$ cat src/shared/ucbg_pkg.sv
// Package with register map, field positions and shared types of the port.
`default_nettype none
package ucbg_pkg;

    // Register indices; byte address is four times the index.
    localparam logic [7:0] RXSC_IDX = 8'h18;
    localparam logic [7:0] TXSC_IDX = 8'h98;
    localparam logic [7:0] DIV_IDX = 8'h99;
    localparam int ADDR_W = 12;
    localparam logic [11:0] RXSC_ADDR = {2'h0, RXSC_IDX, 2'h0};
    localparam logic [11:0] TXSC_ADDR = {2'h0, TXSC_IDX, 2'h0};
    localparam logic [11:0] DIV_ADDR = {2'h0, DIV_IDX, 2'h0};

    // Reset values of the three registers.
    localparam logic [7:0] TXSC_RST = 8'h02;
    localparam logic [7:0] RXSC_RST = 8'h00;
    localparam logic [7:0] DIV_RST = 8'h00;

    // Field positions in the transmit status and control register.
    localparam int CLK_SRC_BIT = 7;
    localparam int TX_NINE_SEL_BIT = 6;
    localparam int TX_ENA_BIT = 5;
    localparam int MODE_SYNC_BIT = 4;
    localparam int HI_RATE_BIT = 2;
    localparam int SR_EMPTY_BIT = 1;
    localparam int TX_NINTH_BIT = 0;

    // Field positions in the receive status and control register.
    localparam int PORT_ENA_BIT = 7;
    localparam int RX_NINE_SEL_BIT = 6;
    localparam int SINGLE_RX_BIT = 5;
    localparam int CONT_RX_BIT = 4;
    localparam int FRAME_ERR_BIT = 2;
    localparam int OVERRUN_BIT = 1;
    localparam int RX_NINTH_BIT = 0;

    // Timer ticks per bit minus one: 64, 16 and 4 ticks.
    localparam int PRE_W = 6;
    localparam logic [5:0] PRE_LAST_LO = 6'h3F;
    localparam logic [5:0] PRE_LAST_HI = 6'h0F;
    localparam logic [5:0] PRE_LAST_SYNC = 6'h03;

    // Controls handed to the shifting logic.
    typedef struct packed {
        logic port_on;
        logic sync_mode;
        logic master;
        logic tx_nine;
        logic tx_ninth;
        logic rx_nine;
        logic tx_run;
        logic rx_run;
        logic rx_single;
    } ucbg_ctl_t;

    // Events reported by the receive shifting logic.
    typedef struct packed {
        logic done;
        logic frame_err;
        logic overrun;
        logic ninth;
    } ucbg_rxev_t;

endpackage
`default_nettype wire

$ cat src/design/ucbg_top.sv
// Control registers, rate generation and pin steering of the serial port.
//
// Summary of operation
// Sync: clock source 1 is master, 0 is slave.
// Transmit ninth bit is the ninth bit of nine-bit frames.
// Nine-bit selects pick 9- or 8-bit frames per direction.
// Transmit enable runs transmitter; sync receive enables override.
// Mode select 1 is sync, 0 async.
// Async high-rate select picks fast divisor; ignored in sync.
// Shift register empty: read-only, 1 when empty, resets to 1.
// Port enable gives both pins to the port.
// Single receive: sync master only, clears after reception.
// Continuous receive runs until cleared; beats single receive.
// Framing error: read-only, refreshed per received byte.
// Overrun: read-only, cleared with continuous receive.
// Received ninth bit holds ninth bit of last nine-bit frame.
// Bit 3 of both control registers reads zero.
// Rate generator: free running 8-bit timer set by divisor.
// Bit rate is clock over 64, 16 or 4 times divisor plus one.
// Rates apply to master only; sync slave uses external clock.
// A divisor write restarts the rate timer at once.
// Receive level is the majority of three samples.
// Software may prefer the fast divisor for lower error.
// Async frame: start, 8 or 9 data bits LSB first, stop.
// Async timer clock is 16 or 64 times the bit rate.
// Timer ticks every divisor plus one counts, then reloads.
// Status flags ignore writes; control bits read back.
`timescale 1ns/1ps
`default_nettype none
module ucbg_top
    import ucbg_pkg::*;
#(
    parameter int DIV_W = 8
) (
    input wire logic CLK_SYS_I,
    input wire logic RESETN_I,
    // APB slave.
    input wire logic PSEL_I,
    input wire logic PENABLE_I,
    input wire logic PWRITE_I,
    input wire logic [ADDR_W-1:0] PADDR_I,
    input wire logic [31:0] PWDATA_I,
    output logic [31:0] PRDATA_O,
    output logic PREADY_O,
    output logic PSLVERR_O,
    // Shifting logic side.
    input wire logic TX_SR_EMPTY_I,
    input wire logic TX_BIT_I,
    input wire ucbg_rxev_t RX_EVENT_I,
    output ucbg_ctl_t CTL_O,
    output logic SAMPLE_TICK_O,
    output logic SHIFT_TICK_O,
    output logic RX_LEVEL_O,
    // Receive/data pin.
    input wire logic DT_PIN_I,
    output logic DT_PIN_O,
    output logic DT_PIN_OE_O,
    // Transmit/clock pin.
    input wire logic CK_PIN_I,
    output logic CK_PIN_O,
    output logic CK_PIN_OE_O
);

    // Majority of three bits, used only by the data path; the clock path has no vote.
    function automatic logic maj3(input logic [2:0] s);
        maj3 = (s[0] & s[1]) | (s[0] & s[2]) | (s[1] & s[2]);
    endfunction

    // Transmit status and control fields.
    logic clk_src;
    logic tx_nine_sel;
    logic tx_enable;
    logic sync_mode;
    logic hi_rate;
    logic sr_empty;
    logic tx_ninth;
    // Receive status and control fields.
    logic port_enable;
    logic rx_nine_sel;
    logic single_rx;
    logic cont_rx;
    logic frame_err;
    logic overrun;
    logic rx_ninth;
    // Rate divisor.
    logic [DIV_W-1:0] divisor;

    // Bus decode.
    logic setup;
    logic access;
    logic wr;
    logic hit_tx;
    logic hit_rx;
    logic hit_div;
    logic hit_any;
    logic wr_tx;
    logic wr_rx;
    logic wr_div;
    logic [7:0] rd_mux;
    logic slverr_q;

    // Effective mode controls.
    logic master;
    logic rx_single_eff;
    logic rx_run;
    logic tx_run;
    logic [PRE_W-1:0] pre_last;
    logic timer_restart;
    logic os_tick;
    logic bit_tick;
    logic [PRE_W-1:0] pre_cnt;

    // Pin input conditioning.
    logic [2:0] dt_sync;
    logic dt_stable;
    logic [2:0] dt_samp;
    logic [2:0] ck_sync;
    logic ck_stable;
    logic ck_prev;
    logic ck_rise;

    // Address decode against word-aligned byte addresses.
    assign setup = PSEL_I && !PENABLE_I;
    assign access = PSEL_I && PENABLE_I;
    assign wr = access && PWRITE_I;
    assign hit_tx = (PADDR_I == TXSC_ADDR);
    assign hit_rx = (PADDR_I == RXSC_ADDR);
    assign hit_div = (PADDR_I == DIV_ADDR);
    assign hit_any = hit_tx || hit_rx || hit_div;
    assign wr_tx = wr && hit_tx;
    assign wr_rx = wr && hit_rx;
    assign wr_div = wr && hit_div;

    // Every access completes without wait states.
    assign PREADY_O = 1'b1;
    assign PSLVERR_O = access && slverr_q;

    // Read word assembly; unimplemented bit 3 is tied low.
    always_comb begin
        rd_mux = 8'h00;
        if (hit_tx) begin
            rd_mux[CLK_SRC_BIT] = clk_src;
            rd_mux[TX_NINE_SEL_BIT] = tx_nine_sel;
            rd_mux[TX_ENA_BIT] = tx_enable;
            rd_mux[MODE_SYNC_BIT] = sync_mode;
            rd_mux[HI_RATE_BIT] = hi_rate;
            rd_mux[SR_EMPTY_BIT] = sr_empty;
            rd_mux[TX_NINTH_BIT] = tx_ninth;
        end else if (hit_rx) begin
            rd_mux[PORT_ENA_BIT] = port_enable;
            rd_mux[RX_NINE_SEL_BIT] = rx_nine_sel;
            rd_mux[SINGLE_RX_BIT] = single_rx;
            rd_mux[CONT_RX_BIT] = cont_rx;
            rd_mux[FRAME_ERR_BIT] = frame_err;
            rd_mux[OVERRUN_BIT] = overrun;
            rd_mux[RX_NINTH_BIT] = rx_ninth;
        end else if (hit_div) begin
            rd_mux = 8'(divisor);
        end
    end

    // Read data and error load in setup, so they stand through access.
    always_ff @(posedge CLK_SYS_I) begin
        if (!RESETN_I) begin
            PRDATA_O <= 32'h0000_0000;
            slverr_q <= 1'b0;
        end else if (setup) begin
            PRDATA_O <= PWRITE_I ? 32'h0000_0000 : {24'h00_0000, rd_mux};
            slverr_q <= !hit_any;
        end
    end

    // Writable transmit control bits; status bit 1 is not writable.
    always_ff @(posedge CLK_SYS_I) begin
        if (!RESETN_I) begin
            clk_src <= TXSC_RST[CLK_SRC_BIT];
            tx_nine_sel <= TXSC_RST[TX_NINE_SEL_BIT];
            tx_enable <= TXSC_RST[TX_ENA_BIT];
            sync_mode <= TXSC_RST[MODE_SYNC_BIT];
            hi_rate <= TXSC_RST[HI_RATE_BIT];
            tx_ninth <= TXSC_RST[TX_NINTH_BIT];
        end else if (wr_tx) begin
            clk_src <= PWDATA_I[CLK_SRC_BIT];
            tx_nine_sel <= PWDATA_I[TX_NINE_SEL_BIT];
            tx_enable <= PWDATA_I[TX_ENA_BIT];
            sync_mode <= PWDATA_I[MODE_SYNC_BIT];
            hi_rate <= PWDATA_I[HI_RATE_BIT];
            tx_ninth <= PWDATA_I[TX_NINTH_BIT];
        end
    end

    // Shift register empty mirrors the transmitter, one clock behind.
    always_ff @(posedge CLK_SYS_I) begin
        if (!RESETN_I) begin
            sr_empty <= TXSC_RST[SR_EMPTY_BIT];
        end else begin
            sr_empty <= TX_SR_EMPTY_I;
        end
    end

    // Plain receive control bits.
    always_ff @(posedge CLK_SYS_I) begin
        if (!RESETN_I) begin
            port_enable <= RXSC_RST[PORT_ENA_BIT];
            rx_nine_sel <= RXSC_RST[RX_NINE_SEL_BIT];
            cont_rx <= RXSC_RST[CONT_RX_BIT];
        end else if (wr_rx) begin
            port_enable <= PWDATA_I[PORT_ENA_BIT];
            rx_nine_sel <= PWDATA_I[RX_NINE_SEL_BIT];
            cont_rx <= PWDATA_I[CONT_RX_BIT];
        end
    end

    // A software write beats the hardware clear, so no request is lost.
    always_ff @(posedge CLK_SYS_I) begin
        if (!RESETN_I) begin
            single_rx <= RXSC_RST[SINGLE_RX_BIT];
        end else if (wr_rx) begin
            single_rx <= PWDATA_I[SINGLE_RX_BIT];
        end else if (RX_EVENT_I.done && rx_single_eff && !cont_rx) begin
            single_rx <= 1'b0;
        end
    end

    // Framing error follows the status of each completed byte.
    always_ff @(posedge CLK_SYS_I) begin
        if (!RESETN_I) begin
            frame_err <= RXSC_RST[FRAME_ERR_BIT];
        end else if (RX_EVENT_I.done) begin
            frame_err <= RX_EVENT_I.frame_err;
        end
    end

    // Sticky overrun; a new overrun beats a clear in the same cycle.
    always_ff @(posedge CLK_SYS_I) begin
        if (!RESETN_I) begin
            overrun <= RXSC_RST[OVERRUN_BIT];
        end else if (RX_EVENT_I.overrun) begin
            overrun <= 1'b1;
        end else if (wr_rx && !PWDATA_I[CONT_RX_BIT]) begin
            overrun <= 1'b0;
        end
    end

    // Ninth received bit is only taken from nine-bit frames.
    always_ff @(posedge CLK_SYS_I) begin
        if (!RESETN_I) begin
            rx_ninth <= RXSC_RST[RX_NINTH_BIT];
        end else if (RX_EVENT_I.done && rx_nine_sel) begin
            rx_ninth <= RX_EVENT_I.ninth;
        end
    end

    // Rate divisor.
    always_ff @(posedge CLK_SYS_I) begin
        if (!RESETN_I) begin
            divisor <= DIV_RST[DIV_W-1:0];
        end else if (wr_div) begin
            divisor <= PWDATA_I[DIV_W-1:0];
        end
    end

    // Clock source counts only in sync, where receive beats transmit.
    assign master = sync_mode && clk_src;
    assign rx_single_eff = master && single_rx;
    assign rx_run = sync_mode ? (cont_rx || rx_single_eff) : cont_rx;
    assign tx_run = tx_enable && !(sync_mode && rx_run);

    // Ticks per bit: 4 in sync, else 16 or 64 by the high-rate bit.
    always_comb begin
        if (sync_mode) begin
            pre_last = PRE_LAST_SYNC;
        end else if (hi_rate) begin
            pre_last = PRE_LAST_HI;
        end else begin
            pre_last = PRE_LAST_LO;
        end
    end

    // Divisor writes restart the timer; a disabled port holds it still.
    assign timer_restart = wr_div || !port_enable;

    ucbg_rate_timer #(
        .CNT_W(DIV_W)
    ) u_rate_timer (
        .clk_i(CLK_SYS_I),
        .resetn_i(RESETN_I),
        .restart_i(timer_restart),
        .period_i(divisor),
        .pre_last_i(pre_last),
        .os_tick_o(os_tick),
        .bit_tick_o(bit_tick),
        .pre_cnt_o(pre_cnt)
    );

    // Three flops; a level counts once flops two and three agree.
    always_ff @(posedge CLK_SYS_I) begin
        if (!RESETN_I) begin
            dt_sync <= 3'h7;
            dt_stable <= 1'b1;
        end else begin
            dt_sync <= {dt_sync[1:0], DT_PIN_I};
            if (dt_sync[1] == dt_sync[2]) begin
                dt_stable <= dt_sync[2];
            end
        end
    end

    // Majority of three tick samples; reset fills ones as the line idles.
    always_ff @(posedge CLK_SYS_I) begin
        if (!RESETN_I) begin
            dt_samp <= 3'h7;
            RX_LEVEL_O <= 1'b1;
        end else begin
            if (os_tick) begin
                dt_samp <= {dt_samp[1:0], dt_stable};
            end
            RX_LEVEL_O <= maj3(dt_samp);
        end
    end

    // Slave clock filter; resets to the idle high level, so no false edge.
    always_ff @(posedge CLK_SYS_I) begin
        if (!RESETN_I) begin
            ck_sync <= 3'h7;
            ck_stable <= 1'b1;
            ck_prev <= 1'b1;
        end else begin
            ck_sync <= {ck_sync[1:0], CK_PIN_I};
            if (ck_sync[1] == ck_sync[2]) begin
                ck_stable <= ck_sync[2];
            end
            ck_prev <= ck_stable;
        end
    end

    assign ck_rise = ck_stable && !ck_prev;

    // Slave shifts on peer clock edges, else on the rate timer.
    always_ff @(posedge CLK_SYS_I) begin
        if (!RESETN_I) begin
            SHIFT_TICK_O <= 1'b0;
            SAMPLE_TICK_O <= 1'b0;
        end else begin
            SHIFT_TICK_O <= port_enable &&
                ((sync_mode && !clk_src) ? ck_rise : bit_tick);
            SAMPLE_TICK_O <= port_enable && os_tick;
        end
    end

    // Pin steering. With the port disabled both pins are released.
    always_ff @(posedge CLK_SYS_I) begin
        if (!RESETN_I || !port_enable) begin
            CK_PIN_O <= 1'b1;
            CK_PIN_OE_O <= 1'b0;
            DT_PIN_O <= 1'b1;
            DT_PIN_OE_O <= 1'b0;
        end else if (!sync_mode) begin
            // Asynchronous: clock pin carries the frame, data pin listens.
            CK_PIN_O <= tx_enable ? TX_BIT_I : 1'b1;
            CK_PIN_OE_O <= 1'b1;
            DT_PIN_O <= 1'b1;
            DT_PIN_OE_O <= 1'b0;
        end else begin
            // Synchronous: master drives the clock at half duty of a bit.
            CK_PIN_O <= master ? pre_cnt[1] : 1'b1;
            CK_PIN_OE_O <= master;
            DT_PIN_O <= TX_BIT_I;
            DT_PIN_OE_O <= tx_run;
        end
    end

    // Controls for the shifting logic.
    always_ff @(posedge CLK_SYS_I) begin
        if (!RESETN_I) begin
            CTL_O <= '0;
        end else begin
            CTL_O.port_on <= port_enable;
            CTL_O.sync_mode <= sync_mode;
            CTL_O.master <= master;
            CTL_O.tx_nine <= tx_nine_sel;
            CTL_O.tx_ninth <= tx_ninth;
            CTL_O.rx_nine <= rx_nine_sel;
            CTL_O.tx_run <= port_enable && tx_run;
            CTL_O.rx_run <= port_enable && rx_run;
            CTL_O.rx_single <= rx_single_eff && !cont_rx;
        end
    end

endmodule
`default_nettype wire

$ cat src/design/ucbg_rate_timer.sv
// Reloadable rate timer with a per-bit tick prescaler.
`timescale 1ns/1ps
`default_nettype none
module ucbg_rate_timer
    import ucbg_pkg::*;
#(
    parameter int CNT_W = 8
) (
    input wire logic clk_i,
    input wire logic resetn_i,
    input wire logic restart_i,
    input wire logic [CNT_W-1:0] period_i,
    input wire logic [PRE_W-1:0] pre_last_i,
    output logic os_tick_o,
    output logic bit_tick_o,
    output logic [PRE_W-1:0] pre_cnt_o
);

    logic [CNT_W-1:0] cnt;
    logic wrap;

    assign wrap = (cnt == period_i);

    // Free running counter; a restart clears it so a new period acts now.
    always_ff @(posedge clk_i) begin
        if (!resetn_i || restart_i) begin
            cnt <= '0;
        end else if (wrap) begin
            cnt <= '0;
        end else begin
            cnt <= cnt + 1'b1;
        end
    end

    // Prescaler counts timer ticks within one bit time.
    always_ff @(posedge clk_i) begin
        if (!resetn_i || restart_i) begin
            pre_cnt_o <= '0;
        end else if (wrap) begin
            if (pre_cnt_o >= pre_last_i) begin
                pre_cnt_o <= '0;
            end else begin
                pre_cnt_o <= pre_cnt_o + 1'b1;
            end
        end
    end

    // Registered tick strobes, one clock wide.
    always_ff @(posedge clk_i) begin
        if (!resetn_i || restart_i) begin
            os_tick_o <= 1'b0;
            bit_tick_o <= 1'b0;
        end else begin
            os_tick_o <= wrap;
            bit_tick_o <= wrap && (pre_cnt_o >= pre_last_i);
        end
    end

endmodule
`default_nettype wire

$ cat config.mk
export PLATFORM = sky130hd
export DESIGN_NAME = ucbg_top
export DESIGN_NICKNAME = d
export VERILOG_FILES = /design/src/shared/ucbg_pkg.sv /design/src/design/ucbg_top.sv /design/src/design/ucbg_rate_timer.sv
export SDC_FILE = /design/constraint.sdc
export NUM_CORES = 1
export LEC_CHECK = 0
export BUFFER_PORTS_ARGS = -buffer_cell sky130_fd_sc_hd__buf_2
export CAP_MARGIN = 5
export CORE_MARGIN = 2
export CORE_UTILIZATION = 30
export CTS_BUF_LIST = sky130_fd_sc_hd__clkbuf_16
export CTS_CLUSTER_SIZE = 14
export DETAILED_ROUTE_END_ITERATION = 8
export GPL_ROUTABILITY_DRIVEN = 0
export MAX_ROUTING_LAYER = met4
export PLACE_DENSITY_LB_ADDON = 0.1
export SYNTH_ARGS = -nofsm -noshare
export SYNTH_HDL_FRONTEND = slang
export SYNTH_HIERARCHICAL = 1
export SYNTH_SLANG_ARGS = --single-unit
$ cat constraint.sdc
create_clock -name CLK_SYS_I -period 5.5 [get_ports CLK_SYS_I]
set_input_delay 0.275 -clock CLK_SYS_I [delete_from_list [all_inputs] [get_ports CLK_SYS_I]]
set_output_delay 0.275 -clock CLK_SYS_I [all_outputs]
set_load 0.05 [all_outputs]
; ---- Word-level counts from Yosys, hierarchy flattened
; Index checks and enable logic that the tools add are counted.
[word_totals]
register_bits = 99
inputBits = 57
out_inout_bits = 50
[op_classes]
addsub = 2
magnitude_cmp = 1
eq_ne = 6
muxes = 21
n_bitwise = 6
reduce_logical = 42
[op_table]
columns = cell, n
row1 = "equality test 12 x 10 -> 1 bit, second input constant", 2
row2 = logical AND 1 bit, 23
row3 = 2-to-1 mux 6 bit, 3
row4 = 2-to-1 mux 8 bit, 2
row5 = "equality test 12 x 7 -> 1 bit, second input constant", 1
row6 = 2-to-1 mux 1 bit, 12
row7 = zero test 1 bit, 9
row8 = "adder 8 x 1 -> 8 bit, second input constant", 1
row9 = equality test 8 bit, 1
row10 = 2-to-1 mux 4 bit, 2
row11 = "adder 6 x 1 -> 6 bit, second input constant", 1
row12 = >= comparator 6 bit, 1
row13 = logical OR 1 bit, 6
row14 = 2-to-1 mux 3 bit, 2
row15 = nonzero test 2 bit, 2
row16 = OR reduction 2 bit, 2
row17 = AND 1 bit, 3
row18 = equality test 1 bit, 2
row19 = bitwise OR 1 bit, 2
row20 = NOT 1 bit, 1

; ---- Depth between registers and ports, before layout
[depth]
ltp_word = 8
depth_mapped = 10
mapped_depth_nobuf = 8

; ---- Hierarchy
; Netlist, hierarchy kept.
[modules_own_cells]
columns = module, n_inst, cells_per_inst, area_each_um2
row1 = ucbg_top, 1, 261, 2412.3
row2 = ucbg_rate_timer, 1, 101, 924.6

; ---- Least setup slack after synthesis
; Ideal clock, no wire load.
[synth_timing]
kind = register to register
from = reg sync_mode
to = reg u_rate_timer.pre_cnt_o[3]
arrival_ps = 1795
t_required_ps = 5399
path_slack_ps = 3604
stages_incl_launch_ff = 10
path_buffers = 1
cell_sequence = dfxtp_1 -> clkbuf_1 -> inv_1 -> inv_1 -> ha_1 -> a21oi_1 -> o21ai_0 -> a21oi_2 -> nand3_2 -> o41ai_1
[synth_via]
elab_chain_cells = 3
[synth_lines]
columns = element, line
row1 = "start, declared", ucbg_top.sv:73  ; logic sync_mode;
row2 = "start signal, assigned", ucbg_top.sv:179  ; sync_mode <= TXSC_RST[MODE_SYNC_BIT];
row3 = "start signal, assigned", ucbg_top.sv:186  ; sync_mode <= PWDATA_I[MODE_SYNC_BIT];
row4 = 2-to-1 mux 6 bit, ucbg_top.sv:271  ; if (sync_mode) begin
row5 = via pre_last[2], ucbg_top.sv:107  ; logic [PRE_W-1:0] pre_last;
row6 = >= comparator 6 bit, ucbg_rate_timer.sv:40  ; if (pre_cnt_o >= pre_last_i) begin
row7 = 2-to-1 mux 6 bit, ucbg_rate_timer.sv:40
row8 = "end signal, assigned", ucbg_rate_timer.sv:43  ; pre_cnt_o <= pre_cnt_o + 1'b1;
row9 = "end, declared", ucbg_rate_timer.sv:16  ; output logic [PRE_W-1:0] pre_cnt_o
; The timed path passes the listed nets, and every way through them passes these cells.
; A chain may end at the register's enable or synchronous reset.

; ---- Final worst setup path
; Same ends and word-level chain as after synthesis.

==> results.toml <==
[routing]
remaining_drc_errors = 0
drt-vias-per-instance = 4.67
drt_pass1_iterations = 4
drt_wl_total_mm = 7.91
ant_nets = 0
dr.first_iter.drc_count = 150
num_vias = 2632
wl_per_cell_um = 14.0

[clocking]
h-tree-depth = 3
post-cts-setup-buffer-count = 0
cts.sinks = 75
ctsResizeCount = 0
ctsHoldBuffers = 0
worstSkewPairLatency_ns = 0.33
cts_tree = "built"
cts-root-buf = "clkbuf_16"
cts_buffers = 9
path_clk_slew_ns = 0.06
clock_path_buffers = 2

[global_routing]
grt_pass1_vias = 2502
grt_max_degree = 28
antenna_found_initial = 0
overflow = 0
grt_pass1_wl_mm = 13.3
grtUsageTotal = 0.149

[synth]
synth_fa_ha_area_frac = 0.0300
yosysTopAreaCell = "dfxtp_1"
synth-compound-area-share = 0.116
postSynthAreaPerCell_um2 = 9.22
syn_area_um2 = 3340
async_reset_ff_frac = 0
synth_top_family_by_area = "simple AND/OR/NAND/NOR gates"
yosys-top-cells-count = "dfxtp_1 (75), nor2_1 (36), buf_4 (25)"
ys_seq_elements = 75
synth.top_cells.by_area = "dfxtp_1 (45%), mux2i_1 (6.0%), buf_4 (5.6%), nor2_1 (4.0%), a21oi_1 (3.3%)"
yosys_warnings = 6
synthSimpleGateAreaFrac = 0.219
synthCells = 362
yosysUniqueCellTypes = 52
synth-seq-area-share = 0.450
muxShareOfSynthArea = 0.0600
yosysTopAreaCellShare = 0.450
synth_xor_area_frac = 0.0367
synth_edf_count = 0
synthFlopType = "dfxtp_1"
yosysMostFrequentCell = "dfxtp_1"

[outcome]
outcome = "completed"

[timing]
skew_ns = 0.00526
rsz0062_at_grt = "false"
fmax_mhz = 454
slew_violations = 0
tns_ns = 0
finalHoldViolations = 0
setup_viol = 0
tightest_slew_ns = 0.836
post-route-min-period_ns = 2.20
fin_ws_ns = 3.30
finalCritPeriodShare = 0.401
slew_headroom = 0.442

[place]
hpwl_mm = 5.74
dp_slack_ns = 3.03
port_buffers = 57

[layout]
nets = 484
drive_gt1_frac = 0.203
multi_input_area_um2 = 1640
synthToLayoutAreaGrowth_pct = 19.2
nFillCells = 1127
num_antenna_cells = 0
final_util = 0.367
ff_latch_area_um2 = 1500

[critical_path]
cp.arrival_ns = 2.43
critPathCaptureType = "flip-flop"
slowest_stage = "dfxtp_1"
rr_endpoint = "u_rate_timer/pre_cnt_o[3]"
r2r_cells = 8
cp_common_cell = "inv_1"
crit_type = "reg2reg"
crit_end = "u_rate_timer/pre_cnt_o[3]"
startpoint = "sync_mode"
worst_setup_path_start_kind = "flip-flop"
rrSetupSlack_ns = 3.30
crit_required_ns = 5.73
crit_chain = "inv_1 -> inv_1 -> ha_1 -> a21oi_1 -> o21ai_0 -> a21oi_2 -> nand3_2 -> o41ai_1"
crit_fanout = 8
r2r-start = "sync_mode"
crit_path_max_incr_delay_ns = 0.50

[worst_hold_path]
hold_start = "DT_PIN_I"
min_path_type = "in2reg"

[power]
worst_ir_drop_vdd_mv = 0.160
totalPowerFinal_w = 0.00125
p_leak_nw = 1.83
p_per_area_nw_per_um2 = 314

[die]
io_pins = 107
die_h_um = 109
die-area_um2 = 12000
rows = 38
core_area_um2 = 10800
floorplan.die.width_um = 109
start_util = 0.308

[job]
cap_violations = 0
## per-stage QoR
stage               hold slack [ns]  std cells  cell area [um2]
CTS                           0.113        563             3980
finish                        0.128        563             3980
floorplan                     0.348        387             3430
global route                  0.131        563             3980
global placement              0.396        548             3660
detailed placement            0.396        548             3660
## how the worst min path moves through the flow
stage / end / slack, ns / depth (start not counted)
6_report: dt_sync[0] / 0.13 / 2
5_1_grt: dt_sync[0] / 0.13 / 2
4_1_cts: dt_sync[0] / 0.11 / 2
3_5_place_dp: dt_sync[1] / 0.40 / 1
3_3_place_gp: dt_sync[1] / 0.40 / 1
2_1_floorplan: ck_sync[0] / 0.35 / 1
## sequential cells by signal (all words and copies together), names as in the netlist, 3 cells and up
register,cells
PRDATA_O,8
divisor,8
dt_samp,3
u_rate_timer/cnt,8
ck_sync,3
CTL_O,9
u_rate_timer/pre_cnt_o,6
dt_sync,3
## power breakdown
part / total [W] / internal, W / leakage [nW] / switching (W)
logic: 0.0000796 / 0.0000169 / 1.07 / 0.0000628
clock network: 0.000621 / 0.000396 / 0.155 / 0.000225
registers: 0.000548 / 0.000547 / 0.606 / 0.00000146
## metal layers
| layer | global-route usage | up-vias | wire length, um |
|---|---|---|---|
| li1 | - | 1330 | - |
| met2 | 0.218 | 66 | 3500 |
| met3 | 0.0427 | 6 | 405 |
| met1 | 0.201 | 1230 | 3920 |
| met5 | - | - | 0 |
| met4 | 0.0389 | 0 | 89 |
## cells in the final DEF, fill, tap and decap left out, drive strengths merged, types with 4 or more instances in the layout
cell,count
xnor2,4
nor3,7
nand2b,11
conb,27
mux2i,20
and3,11
o21ai,17
nand3,21
buf,58
o41ai,4
clkbuf,9
dfxtp,75
xor2,10
ha,8
a21oi,23
clkinv,4
inv,13
a221o,5
nor2,36
nand2,23
## worst max-delay path, delay by kind of cell, from the launching register on
family / cells / cell delay [ns]
compound gates: 4 / 0.86
flops: 1 / 0.50
buf+inv: 2 / 0.30
fa+ha+maj: 1 / 0.24
simple gates: 1 / 0.20
## area by class of cell
class | count | share of cell area
clock buffers | 9 | 0.0566
multi-input cells | 262 | 0.413
clock inverters | 6 | 0.0230
repair buffers | 58 | 0.0736
flip-flops and latches | 75 | 0.377
inverters | 13 | 0.0123
well taps | 140 | 0.0440
## cells by family (layout without fill, tap and decap cells)
kind of cell,Yosys count,in the layout
AOI/OAI and AO/OA,61,61
buffers and inverters,50,86
and+or+nand+nor,132,132
adders and majority gates,8,8
other,2,27
muxes,20,20
DFF,75,75
xor gates and xnor gates,14,14
Note: power is estimated with default switching activity, not from simulation.
